File: src/design/smsc_pkg.sv
// smsc_pkg: register map, field positions, reset values and carrier types
// for the serial module spi core.
// assumes a single 50 MHz system clock and an 8-bit register port.
`default_nettype none

package smsc_pkg;

  // register offsets on the plain register port
  localparam int SMSC_AW = 3;
  localparam logic [2:0] SMSC_OFF_MODE = 3'h0;
  localparam logic [2:0] SMSC_OFF_CFG = 3'h1;
  localparam logic [2:0] SMSC_OFF_DATA = 3'h2;
  localparam logic [2:0] SMSC_OFF_IRQ_ST = 3'h3;
  localparam logic [2:0] SMSC_OFF_IRQ_MASK = 3'h4;

  // serial_mode_enable_control fields
  localparam int SMSC_MODE_HI = 7;
  localparam int SMSC_MODE_LO = 5;
  localparam int SMSC_DBNC_HI = 3;
  localparam int SMSC_DBNC_LO = 2;
  localparam int SMSC_EN_BIT = 1;
  localparam int SMSC_ICF_BIT = 0;

  // spi_config_and_flags fields
  localparam int SMSC_SPARE_HI = 7;
  localparam int SMSC_SPARE_LO = 6;
  localparam int SMSC_POL_BIT = 5;
  localparam int SMSC_EDGE_BIT = 4;
  localparam int SMSC_ORDER_BIT = 3;
  localparam int SMSC_SELECT_PIN_ENABLE_BIT = 2;
  localparam int SMSC_WRITE_COLLISION_FLAG_BIT = 1;
  localparam int SMSC_TRF_BIT = 0;

  // interrupt status and mask layout
  localparam int SMSC_IRQ_W = 3;
  localparam int SMSC_IRQ_TRF = 0;
  localparam int SMSC_IRQ_WRITE_COLLISION_FLAG = 1;
  localparam int SMSC_IRQ_ICF = 2;

  // interface mode codes
  localparam logic [2:0] SMSC_MODE_DIV4 = 3'h0;
  localparam logic [2:0] SMSC_MODE_DIV16 = 3'h1;
  localparam logic [2:0] SMSC_MODE_DIV64 = 3'h2;
  localparam logic [2:0] SMSC_MODE_SUB = 3'h3;
  localparam logic [2:0] SMSC_MODE_TIMER = 3'h4;
  localparam logic [2:0] SMSC_MODE_SLAVE = 3'h5;

  // reset values
  localparam logic [2:0] SMSC_MODE_RST = 3'h7;
  localparam logic [7:0] SMSC_CFG_RST = 8'h00;
  localparam logic [2:0] SMSC_MASK_RST = 3'h0;

  // master clock division: half period counts in system clocks, minus one
  localparam int SMSC_DIV4 = 4;
  localparam int SMSC_DIV16 = 16;
  localparam int SMSC_DIV64 = 64;
  localparam logic [4:0] SMSC_HALF4_M1 = 5'(SMSC_DIV4 / 2 - 1);
  localparam logic [4:0] SMSC_HALF16_M1 = 5'(SMSC_DIV16 / 2 - 1);
  localparam logic [4:0] SMSC_HALF64_M1 = 5'(SMSC_DIV64 / 2 - 1);

  // transfer length
  localparam logic [3:0] SMSC_LAST_BIT = 4'h7;
  localparam logic [4:0] SMSC_LAST_EDGE = 5'h0F;

  typedef struct packed {
    logic [2:0] addr;
    logic [7:0] wdata;
    logic wr;
    logic rd;
  } smsc_bus_req_t;

  typedef struct packed {
    logic sck_i;
    logic sdi_i;
    logic scs_n_i;
    logic sub_clk_i;
  } smsc_pins_in_t;

  typedef struct packed {
    logic sck_o;
    logic sck_oe_n;
    logic sdo_o;
    logic sdo_oe_n;
    logic scs_n_o;
    logic scs_n_oe_n;
  } smsc_pins_out_t;

endpackage : smsc_pkg

`default_nettype wire

File: src/design/smsc_sync.sv
// smsc_sync: two flip-flop synchroniser for asynchronous pin inputs.
// assumes each bit is an independent level; no word coherence is given.
`default_nettype none

module smsc_sync #(
  parameter int W = 4
) (
  input wire logic sys_clk,
  input wire logic resetn,
  input wire logic [W-1:0] async_d,
  output logic [W-1:0] sync_q
);

  logic [W-1:0] meta_q;

  // first stage feeds only the second stage
  always_ff @(posedge sys_clk or negedge resetn) begin
    if (!resetn) begin
      meta_q <= '0;
      sync_q <= '0;
    end else begin
      meta_q <= async_d;
      sync_q <= meta_q;
    end
  end

endmodule : smsc_sync

`default_nettype wire

File: src/design/smsc_core.sv
// smsc_core: spi portion of the serial module, master and slave roles.
// assumes register port and ptm_tick on sys_clk; spi pins are asynchronous.
//
// Contract
// - full duplex; master starts every transfer and drives the clock
// - mode selector bits 7..5 pick spi role or non-spi operation
// - enable bit 1 switches the whole spi function on or off
// - select enable set uses select line; cleared leaves it floating
// - one select line only; extra slaves need general purpose pins
// - shift order bit 3 chooses lsb first or msb first
// - idle polarity bit 5 and edge bit 4 pick sampling edge
// - one eight-bit buffer holds byte to send and byte received
// - codes 0..2 divide by 4,16,64; 3 sub clock; 5 slave
// - complete flag sets at byte end, stays until software clears
// - buffer write during transfer is dropped and sets collision flag
// - slave select released early sets incomplete and complete flags
//
// The register addresses and the address-and-strobe port were chosen for this implementation.
`default_nettype none

module smsc_core
  import smsc_pkg::*;
(
  input wire logic sys_clk,
  input wire logic resetn,
  input wire smsc_bus_req_t bus_req,
  output logic [7:0] bus_rdata,
  input wire logic ptm_tick,
  input wire smsc_pins_in_t pins_in,
  output smsc_pins_out_t pins_out,
  output logic irq
);

  typedef enum logic [1:0] {
    ST_IDLE,
    ST_MASTER,
    ST_SLAVE
  } smsc_state_t;

  function automatic logic out_bit(input logic [7:0] v, input logic msb);
    out_bit = msb ? v[7] : v[0];
  endfunction : out_bit

  function automatic logic [7:0] shift_in(input logic [7:0] v, input logic msb,
                                          input logic b);
    shift_in = msb ? {v[6:0], b} : {b, v[7:1]};
  endfunction : shift_in

  function automatic logic [4:0] half_m1(input logic [2:0] m);
    unique case (m)
      SMSC_MODE_DIV4: half_m1 = SMSC_HALF4_M1;
      SMSC_MODE_DIV16: half_m1 = SMSC_HALF16_M1;
      default: half_m1 = SMSC_HALF64_M1;
    endcase
  endfunction : half_m1

  // control registers
  logic [2:0] mode_q;
  logic [1:0] dbnc_q;
  logic en_q;
  logic icf_q;
  logic [1:0] spare_q;
  logic pol_q;
  logic edge_q;
  logic order_q;
  logic select_pin_enable_q;
  logic write_collision_flag_q;
  logic trf_q;
  logic [SMSC_IRQ_W-1:0] irq_st_q;
  logic [SMSC_IRQ_W-1:0] irq_mask_q;

  // transfer engine
  smsc_state_t state_q;
  logic [7:0] shr_q;
  logic [3:0] bit_cnt_q;
  logic [4:0] edge_cnt_q;
  logic [4:0] div_cnt_q;
  logic pend_q;
  logic [2:0] msamp_q;
  logic [7:0] txs_q;
  logic sck_q;
  logic sdo_q;
  logic sck_prev_q;
  logic scs_prev_q;
  logic sub_prev_q;
  logic [7:0] rdata_q;
  logic irq_q;
  smsc_pins_out_t pins_q;

  // synchronised pins
  logic [3:0] sync_w;
  logic s_sck;
  logic s_sdi;
  logic s_scs_n;
  logic s_sub;

  smsc_sync #(
    .W(4)
  ) u_sync (
    .sys_clk(sys_clk),
    .resetn(resetn),
    .async_d({pins_in.sub_clk_i, pins_in.scs_n_i, pins_in.sdi_i, pins_in.sck_i}),
    .sync_q(sync_w)
  );

  assign s_sck = sync_w[0];
  assign s_sdi = sync_w[1];
  assign s_scs_n = sync_w[2];
  assign s_sub = sync_w[3];

  // role decode
  logic is_master;
  logic is_slave;
  assign is_master = en_q && (mode_q <= SMSC_MODE_TIMER);
  assign is_slave = en_q && (mode_q == SMSC_MODE_SLAVE);

  // slave select: ignored when the select pin function is off
  logic slave_sel;
  assign slave_sel = select_pin_enable_q ? !s_scs_n : 1'b1;

  // master clock tick source
  logic tick;
  always_comb begin
    unique case (mode_q)
      SMSC_MODE_SUB: tick = s_sub ^ sub_prev_q;
      SMSC_MODE_TIMER: tick = ptm_tick;
      default: tick = (div_cnt_q == half_m1(mode_q));
    endcase
  end

  // edge events, one decode for both roles
  logic m_edge;
  logic sl_edge;
  logic edge_ev;
  logic edge_rise;
  logic sample_on_rise;
  logic sample_ev;
  logic drive_ev;
  logic sl_start;
  // clock parks after sixteen toggles while the last capture drains
  assign m_edge = (state_q == ST_MASTER) && tick
                  && (edge_cnt_q != SMSC_LAST_EDGE + 5'h01);
  assign sl_edge = is_slave && slave_sel && (s_sck ^ sck_prev_q);
  assign sl_start = (state_q == ST_IDLE) && sl_edge;
  assign edge_ev = m_edge || sl_edge;
  assign edge_rise = m_edge ? !sck_q : s_sck;
  assign sample_on_rise = !(pol_q ^ edge_q);
  assign sample_ev = edge_ev && (edge_rise == sample_on_rise);
  assign drive_ev = edge_ev && (edge_rise != sample_on_rise);

  // completion and early release
  logic m_done;
  logic s_done;
  logic done;
  logic abort;
  assign m_done = (state_q == ST_MASTER) && (edge_cnt_q == SMSC_LAST_EDGE + 5'h01)
                  && (msamp_q[1:0] == 2'b00);
  assign s_done = (state_q == ST_SLAVE || sl_start) && sample_ev
                  && (bit_cnt_q == SMSC_LAST_BIT);
  assign done = m_done || s_done;
  assign abort = (state_q == ST_SLAVE) && select_pin_enable_q && s_scs_n && !scs_prev_q
                 && (bit_cnt_q != 4'h0) && !s_done;

  // register port decode
  logic busy;
  logic data_wr;
  logic data_ok;
  logic collide;
  logic mode_wr;
  logic cfg_wr;
  assign busy = (state_q != ST_IDLE) || sl_start;
  assign data_wr = bus_req.wr && (bus_req.addr == SMSC_OFF_DATA);
  assign data_ok = data_wr && !busy;
  assign collide = data_wr && busy;
  assign mode_wr = bus_req.wr && (bus_req.addr == SMSC_OFF_MODE);
  assign cfg_wr = bus_req.wr && (bus_req.addr == SMSC_OFF_CFG);

  // mode and enable register
  always_ff @(posedge sys_clk or negedge resetn) begin
    if (!resetn) begin
      mode_q <= SMSC_MODE_RST;
      dbnc_q <= 2'h0;
      en_q <= 1'b0;
    end else if (mode_wr) begin
      mode_q <= bus_req.wdata[SMSC_MODE_HI:SMSC_MODE_LO];
      dbnc_q <= bus_req.wdata[SMSC_DBNC_HI:SMSC_DBNC_LO];
      en_q <= bus_req.wdata[SMSC_EN_BIT];
    end
  end

  // configuration bits
  always_ff @(posedge sys_clk or negedge resetn) begin
    if (!resetn) begin
      spare_q <= SMSC_CFG_RST[SMSC_SPARE_HI:SMSC_SPARE_LO];
      pol_q <= SMSC_CFG_RST[SMSC_POL_BIT];
      edge_q <= SMSC_CFG_RST[SMSC_EDGE_BIT];
      order_q <= SMSC_CFG_RST[SMSC_ORDER_BIT];
      select_pin_enable_q <= SMSC_CFG_RST[SMSC_SELECT_PIN_ENABLE_BIT];
    end else if (cfg_wr) begin
      spare_q <= bus_req.wdata[SMSC_SPARE_HI:SMSC_SPARE_LO];
      pol_q <= bus_req.wdata[SMSC_POL_BIT];
      edge_q <= bus_req.wdata[SMSC_EDGE_BIT];
      order_q <= bus_req.wdata[SMSC_ORDER_BIT];
      select_pin_enable_q <= bus_req.wdata[SMSC_SELECT_PIN_ENABLE_BIT];
    end
  end

  // flags: a hardware set wins over a software write in the same cycle.
  // software may set the incomplete flag by hand without raising complete.
  always_ff @(posedge sys_clk or negedge resetn) begin
    if (!resetn) begin
      trf_q <= 1'b0;
      write_collision_flag_q <= 1'b0;
      icf_q <= 1'b0;
    end else begin
      trf_q <= done || abort || (cfg_wr ? bus_req.wdata[SMSC_TRF_BIT] : trf_q);
      write_collision_flag_q <= collide || (cfg_wr ? bus_req.wdata[SMSC_WRITE_COLLISION_FLAG_BIT] : write_collision_flag_q);
      icf_q <= abort || (mode_wr ? bus_req.wdata[SMSC_ICF_BIT] : icf_q);
    end
  end

  // interrupt status, write one to clear, and mask
  logic [SMSC_IRQ_W-1:0] irq_ev;
  logic [SMSC_IRQ_W-1:0] irq_clr;
  always_comb begin
    irq_ev = '0;
    irq_ev[SMSC_IRQ_TRF] = done || abort;
    irq_ev[SMSC_IRQ_WRITE_COLLISION_FLAG] = collide;
    irq_ev[SMSC_IRQ_ICF] = abort;
    irq_clr = (bus_req.wr && bus_req.addr == SMSC_OFF_IRQ_ST)
              ? bus_req.wdata[SMSC_IRQ_W-1:0] : '0;
  end

  always_ff @(posedge sys_clk or negedge resetn) begin
    if (!resetn) begin
      irq_st_q <= '0;
    end else begin
      irq_st_q <= (irq_st_q & ~irq_clr) | irq_ev;
    end
  end

  always_ff @(posedge sys_clk or negedge resetn) begin
    if (!resetn) begin
      irq_mask_q <= SMSC_MASK_RST;
    end else if (bus_req.wr && bus_req.addr == SMSC_OFF_IRQ_MASK) begin
      irq_mask_q <= bus_req.wdata[SMSC_IRQ_W-1:0];
    end
  end

  always_ff @(posedge sys_clk or negedge resetn) begin
    if (!resetn) begin
      irq_q <= 1'b0;
    end else begin
      irq_q <= |(irq_st_q & irq_mask_q);
    end
  end

  // transfer state: master starts on an accepted buffer write,
  // slave on the first clock edge seen while selected
  always_ff @(posedge sys_clk or negedge resetn) begin
    if (!resetn) begin
      state_q <= ST_IDLE;
    end else begin
      unique case (state_q)
        ST_IDLE: begin
          if (data_ok && is_master) begin
            state_q <= ST_MASTER;
          end else if (sl_start && !s_done) begin
            state_q <= ST_SLAVE;
          end
        end
        ST_MASTER: begin
          if (m_done || !is_master) begin
            state_q <= ST_IDLE;
          end
        end
        ST_SLAVE: begin
          if (s_done || abort || !is_slave) begin
            state_q <= ST_IDLE;
          end
        end
        default: state_q <= ST_IDLE;
      endcase
    end
  end

  // shared buffer: loaded by software, shifted by the link
  always_ff @(posedge sys_clk or negedge resetn) begin
    if (!resetn) begin
      shr_q <= 8'h00;
    end else if (data_ok) begin
      shr_q <= bus_req.wdata;
    end else if (msamp_q[2] || (sample_ev && !m_edge)) begin
      shr_q <= shift_in(shr_q, order_q, s_sdi);
    end
  end

  // pin lag plus synchroniser: master sdi is taken three cycles after
  // its own sample edge, else fast rates would capture the previous bit
  always_ff @(posedge sys_clk or negedge resetn) begin
    if (!resetn) begin
      msamp_q <= 3'h0;
    end else if (state_q != ST_MASTER) begin
      msamp_q <= 3'h0;
    end else begin
      msamp_q <= {msamp_q[1:0], m_edge && sample_ev};
    end
  end

  // transmit copy, so the late capture never holds up the next out bit
  always_ff @(posedge sys_clk or negedge resetn) begin
    if (!resetn) begin
      txs_q <= 8'h00;
    end else if (data_ok) begin
      txs_q <= bus_req.wdata;
    end else if (!busy) begin
      txs_q <= shr_q;
    end else if (sample_ev) begin
      txs_q <= shift_in(txs_q, order_q, 1'b0);
    end
  end

  // bit and edge counters
  always_ff @(posedge sys_clk or negedge resetn) begin
    if (!resetn) begin
      bit_cnt_q <= 4'h0;
    end else if (done || abort || !busy) begin
      bit_cnt_q <= 4'h0;
    end else if (sample_ev) begin
      bit_cnt_q <= bit_cnt_q + 4'h1;
    end
  end

  always_ff @(posedge sys_clk or negedge resetn) begin
    if (!resetn) begin
      edge_cnt_q <= 5'h00;
    end else if (state_q != ST_MASTER || m_done) begin
      edge_cnt_q <= 5'h00;
    end else if (m_edge) begin
      edge_cnt_q <= edge_cnt_q + 5'h01;
    end
  end

  // master divider runs only while a byte is moving, to save power
  always_ff @(posedge sys_clk or negedge resetn) begin
    if (!resetn) begin
      div_cnt_q <= 5'h00;
    end else if (state_q != ST_MASTER || tick) begin
      div_cnt_q <= 5'h00;
    end else begin
      div_cnt_q <= div_cnt_q + 5'h01;
    end
  end

  // master serial clock, parked at the idle level between bytes
  always_ff @(posedge sys_clk or negedge resetn) begin
    if (!resetn) begin
      sck_q <= 1'b1;
    end else if (state_q != ST_MASTER) begin
      sck_q <= !pol_q;
    end else if (m_edge) begin
      sck_q <= !sck_q;
    end
  end

  // data out: first bit presented before the first edge; a drive edge
  // only advances after a sample, so leading drive edges are harmless
  always_ff @(posedge sys_clk or negedge resetn) begin
    if (!resetn) begin
      pend_q <= 1'b0;
      sdo_q <= 1'b0;
    end else begin
      if (!busy) begin
        pend_q <= 1'b0;
      end else if (sample_ev) begin
        pend_q <= 1'b1;
      end else if (drive_ev) begin
        pend_q <= 1'b0;
      end
      if (data_ok) begin
        sdo_q <= out_bit(bus_req.wdata, order_q);
      end else if (!busy) begin
        sdo_q <= out_bit(shr_q, order_q);
      end else if (drive_ev && pend_q) begin
        sdo_q <= out_bit(txs_q, order_q);
      end
    end
  end

  // edge detection history on synchronised pins
  always_ff @(posedge sys_clk or negedge resetn) begin
    if (!resetn) begin
      sck_prev_q <= 1'b0;
      scs_prev_q <= 1'b0;
      sub_prev_q <= 1'b0;
    end else begin
      sck_prev_q <= s_sck;
      scs_prev_q <= s_scs_n;
      sub_prev_q <= s_sub;
    end
  end

  // pin drivers; enables are active low, everything floats when off
  always_ff @(posedge sys_clk or negedge resetn) begin
    if (!resetn) begin
      pins_q <= '{sck_o: 1'b1, sck_oe_n: 1'b1, sdo_o: 1'b0, sdo_oe_n: 1'b1,
                  scs_n_o: 1'b1, scs_n_oe_n: 1'b1};
    end else begin
      pins_q.sck_o <= sck_q;
      pins_q.sck_oe_n <= !is_master;
      pins_q.sdo_o <= sdo_q;
      pins_q.sdo_oe_n <= !(is_master || (is_slave && slave_sel));
      pins_q.scs_n_o <= (state_q != ST_MASTER);
      pins_q.scs_n_oe_n <= !(is_master && select_pin_enable_q);
    end
  end

  // read data stands for one cycle only
  always_ff @(posedge sys_clk or negedge resetn) begin
    if (!resetn) begin
      rdata_q <= 8'h00;
    end else if (bus_req.rd) begin
      unique case (bus_req.addr)
        SMSC_OFF_MODE: rdata_q <= {mode_q, 1'b0, dbnc_q, en_q, icf_q};
        SMSC_OFF_CFG: rdata_q <= {spare_q, pol_q, edge_q, order_q, select_pin_enable_q,
                                  write_collision_flag_q, trf_q};
        SMSC_OFF_DATA: rdata_q <= shr_q;
        SMSC_OFF_IRQ_ST: rdata_q <= {5'h00, irq_st_q};
        SMSC_OFF_IRQ_MASK: rdata_q <= {5'h00, irq_mask_q};
        default: rdata_q <= 8'h00;
      endcase
    end else begin
      rdata_q <= 8'h00;
    end
  end

  assign bus_rdata = rdata_q;
  assign pins_out = pins_q;
  assign irq = irq_q;

endmodule : smsc_core

`default_nettype wire

File: config.mk
export PLATFORM = sky130hd
export DESIGN_NAME = smsc_core
export DESIGN_NICKNAME = d
export VERILOG_FILES = /design/src/design/smsc_pkg.sv /design/src/design/smsc_sync.sv /design/src/design/smsc_core.sv
export SDC_FILE = /design/constraint.sdc
export NUM_CORES = 1
export LEC_CHECK = 0
export BUFFER_PORTS_ARGS = -buffer_cell sky130_fd_sc_hd__buf_2
export CORE_MARGIN = 4
export CORE_UTILIZATION = 67
export CTS_BUF_LIST = sky130_fd_sc_hd__clkbuf_4
export CTS_CLUSTER_SIZE = 10
export DETAILED_ROUTE_END_ITERATION = 12
export PLACE_DENSITY = 0.95
export SYNTH_ARGS = -nofsm -noshare
export SYNTH_HDL_FRONTEND = slang
export SYNTH_SLANG_ARGS = --single-unit
File: constraint.sdc
create_clock -name sys_clk -period 6.42 [get_ports sys_clk]
set_clock_uncertainty 0.2 [all_clocks]
set_input_delay 0.963 -clock sys_clk [delete_from_list [all_inputs] [get_ports sys_clk]]
set_output_delay 0.963 -clock sys_clk [all_outputs]
set_load 0.005 [all_outputs]
==> metrics.cfg <==
[placed_design]
gp_routability_congestion=0.928
place.detailed.hpwl_um=6670
placed_area_mm2=0.00439
dp_worst_setup_slack_ps=3280
port_buffers=34

[route]
drt.antenna.violating_nets=0
num_vias=3142
post-route-drc-count=0
detail_route.wl_per_cell_um=18.5
via_per_inst=6.19
number_of_drc_markers_after_the_initial_detailed_route_iteration=377
drt_pass1_iterations=6
detail_route.wirelength_um=9420

[die]
floorplan.core_area_mm2=0.00603
floorplan.initialDensity_pct=69.9
boundaryPins=35
die_outline_area_mm2=0.00762
std_cell_rows=28
dieWidth_um=87.3
die-height_um=87.3

[cts]
clock_latency_ps=440
post_cts_buffers=0
cts_buffers=9
cts_repair_resize_count=0
clkTransAtPathRegs_ps=130
cts-root-to-sink-buffers=2
clock_sinks=85
clock_tree.htree_level_count=3
cts_hold_repair.buffers=0
ctsRootBufferMaster=clkbuf_4
cts_tree=built

[power]
max-vdd-ir-drop_v=0.000178
power_leakage_uw=0.00208
total_power_uw=1310
power_density_mw_per_mm2=290

[logic_synthesis]
ys_top_cells_by_count=dfrtp_1 (76), nand2_1 (57), nor2_1 (38), mux2i_1 (27), mux2_2 (23)
synth_ff_type=dfrtp_1
postSynthNetCount=425
synth_cell_types=55
post_synth_main_area_contributors=dfrtp_1 (45%), mux2i_1 (6.4%), mux2_2 (6.1%), dfstp_2 (5.6%), nand2_1 (5.1%)
ys_seq_area_share_pct=50.8
synth.ff_latch_count=85
netlist.top_cell.by_area=dfrtp_1
netlist_area_mm2=0.00421
synthesis.instances=400
post_synth_edffs=0
netlist.area_leader.share_pct=45.2
synth_async_sr_flop_share_pct=100
synth_most_common_cell=dfrtp_1
synthesis.area_per_instance_um2=10.5
synthesis.yosys.warnings=0

[sta]
fin_crit_ps=2900
timing.final.max_slew_violations=0
timing.slew.headroom_pct=31.0
min_period_over_period_pct=45.1
unrepaired_setup_endpoints_after_global_routing=false
setup_slack_ps=3520
max_freq_mhz=345
setup_total_negative_slack_ps=0
setup_violations=0
report.final.hold_viol_count=0
holdWs_ps=160
tightestPinTransition_ps=1030

[critical_path]
r2r_cells=7
critical_path.startpoint=state_q[0]
critPathLaunchType=flip-flop
crit_path_max_fanout=13
setup.worst_path.class=reg -> reg
end_kind=flip-flop
worst-r2r-setup-slack_ps=3520
critical_path.reg2reg.endpoint=txs_q[0]
cp_data_required_time_ps=6560
crit_arrival_ps=3030
worst_r2r_startpoint=state_q[0]

[hold_path]
hold_path.class=reg -> reg
min-delay-start=u_sync.meta_q[1]
min_delay_path_depth=0
whs_endpoint=u_sync.sync_q[1]

[global_routing]
first_global_vias=3289
grt_max_degree=86
first_pass_grt_wire_length_um=15900
globalRouteOverflowTotal=0
antenna_found_initial=0
track_usage_pct=27.5

[cells_and_area]
final_net_count=453
drive_above_1_share_pct=22.4
antennaDiodeCount=0
final_design_area_no_fill_mm2=0.00453
layout-area-overhead-vs-synth_pct=7.46

[run_status]
outcome=completed

[job]
timing.max_cap.violations=0

[cells in the final DEF, fill, tap and decap left out, types with 2 or more instances in the layout]
cell	synthesis	routed
a21oi_1	22	22
nand4bb_1	2	2
and2_1	5	5
o21ai_1	15	15
nand3_1	10	10
clkinv_2	0	3
clkbuf_4	0	11
or3_1	2	2
o311ai_0	3	3
dfrtp_1	76	76
inv_1	11	11
buf_2	8	33
nand4_1	3	3
ha_1	5	5
and3_1	6	6
mux2i_1	27	27
dfstp_2	9	9
a21o_1	2	2
o31ai_1	2	2
nor2b_1	11	11
a211o_1	3	3
nand2_1	57	57
a21boi_1	2	2
mux2_2	23	23
xnor2_1	5	5
a21oi_2	3	3
a21boi_0	3	3
o21ai_0	6	6
nor2_1	38	38
xor2_1	7	7
buf_4	2	2
[power breakdown]
part,switching [uW],internal [uW]
clock network,181,126
logic,135,143
registers,98.5,628
total,415,897
[sequential cells by signal, summed over array words and instances (netlist names), 3 cells and up]
signal	cells
bit_cnt_q	4
bus_rdata	8
div_cnt_q	5
edge_cnt_q	5
irq_mask_q	3
irq_st_q	3
mode_q	3
msamp_q	3
pins_out	6
shr_q	8
txs_q	8
u_sync.meta_q	4
u_sync.sync_q	4
[worst max path at each step]
| stage | end | cells after the start |
|---|---|---|
| 3_5_place_dp | sdo_q | 7 |
| 5_1_grt | txs_q[0] | 7 |
| 6_report | txs_q[0] | 7 |
| 4_1_cts | txs_q[0] | 7 |
| 3_3_place_gp | sdo_q | 7 |
| 2_1_floorplan | sdo_q | 9 |
[critical path, cell delays in order, from the launching register on]
cell and delay [ps]:
dfrtp_1 460, nor2b_1 510, o211a_1 280, nand4_4 170, a21boi_2 240, a21o_2 330
mux2_4 330, mux2_2 260
[kinds of logic (layout without fill, tap and decap cells)]
group / Yosys count / after routing / share of synthesized area (%)
adders and majority gates: 5 / 5 / 1.49
DFF: 85 / 85 / 50.8
buffers and inverters: 29 / 62 / 3.36
AOI/OAI and AO/OA: 72 / 72 / 11.5
xor gates and xnor gates: 12 / 12 / 2.50
muxes: 52 / 52 / 13.5
and+or+nand+nor: 145 / 145 / 16.9
[layout make-up]
class / count / area (um2)
sequential: 85 / 2140
multi-input combinational: 286 / 1940
fill: 398 / 1500
timing repair buffer: 35 / 180
tap: 75 / 93.8
clock buffer: 11 / 82.6
clock inverter: 5 / 52.6
inverter: 11 / 41.3
[through the flow]
| stage | util [%] | cells |
|---|---|---|
| 2_1_floorplan | - | 400 |
| 3_3_place_gp | 72.9 | 492 |
| 3_5_place_dp | 72.9 | 492 |
| 4_1_cts | 75.1 | 508 |
| 5_1_grt | 75.1 | 508 |
| 6_report | 75.1 | 508 |
[routing by layer]
layer | vias up | global-route usage [%] | routed length, um
li1 | 1436 | - | -
met1 | 1533 | 36.1 | 3820
met2 | 147 | 44.1 | 4710
met3 | 26 | 8.04 | 694
met4 | 0 | 8.93 | 197
met5 | - | 0 | 0
(Power assumes the default switching activity.)
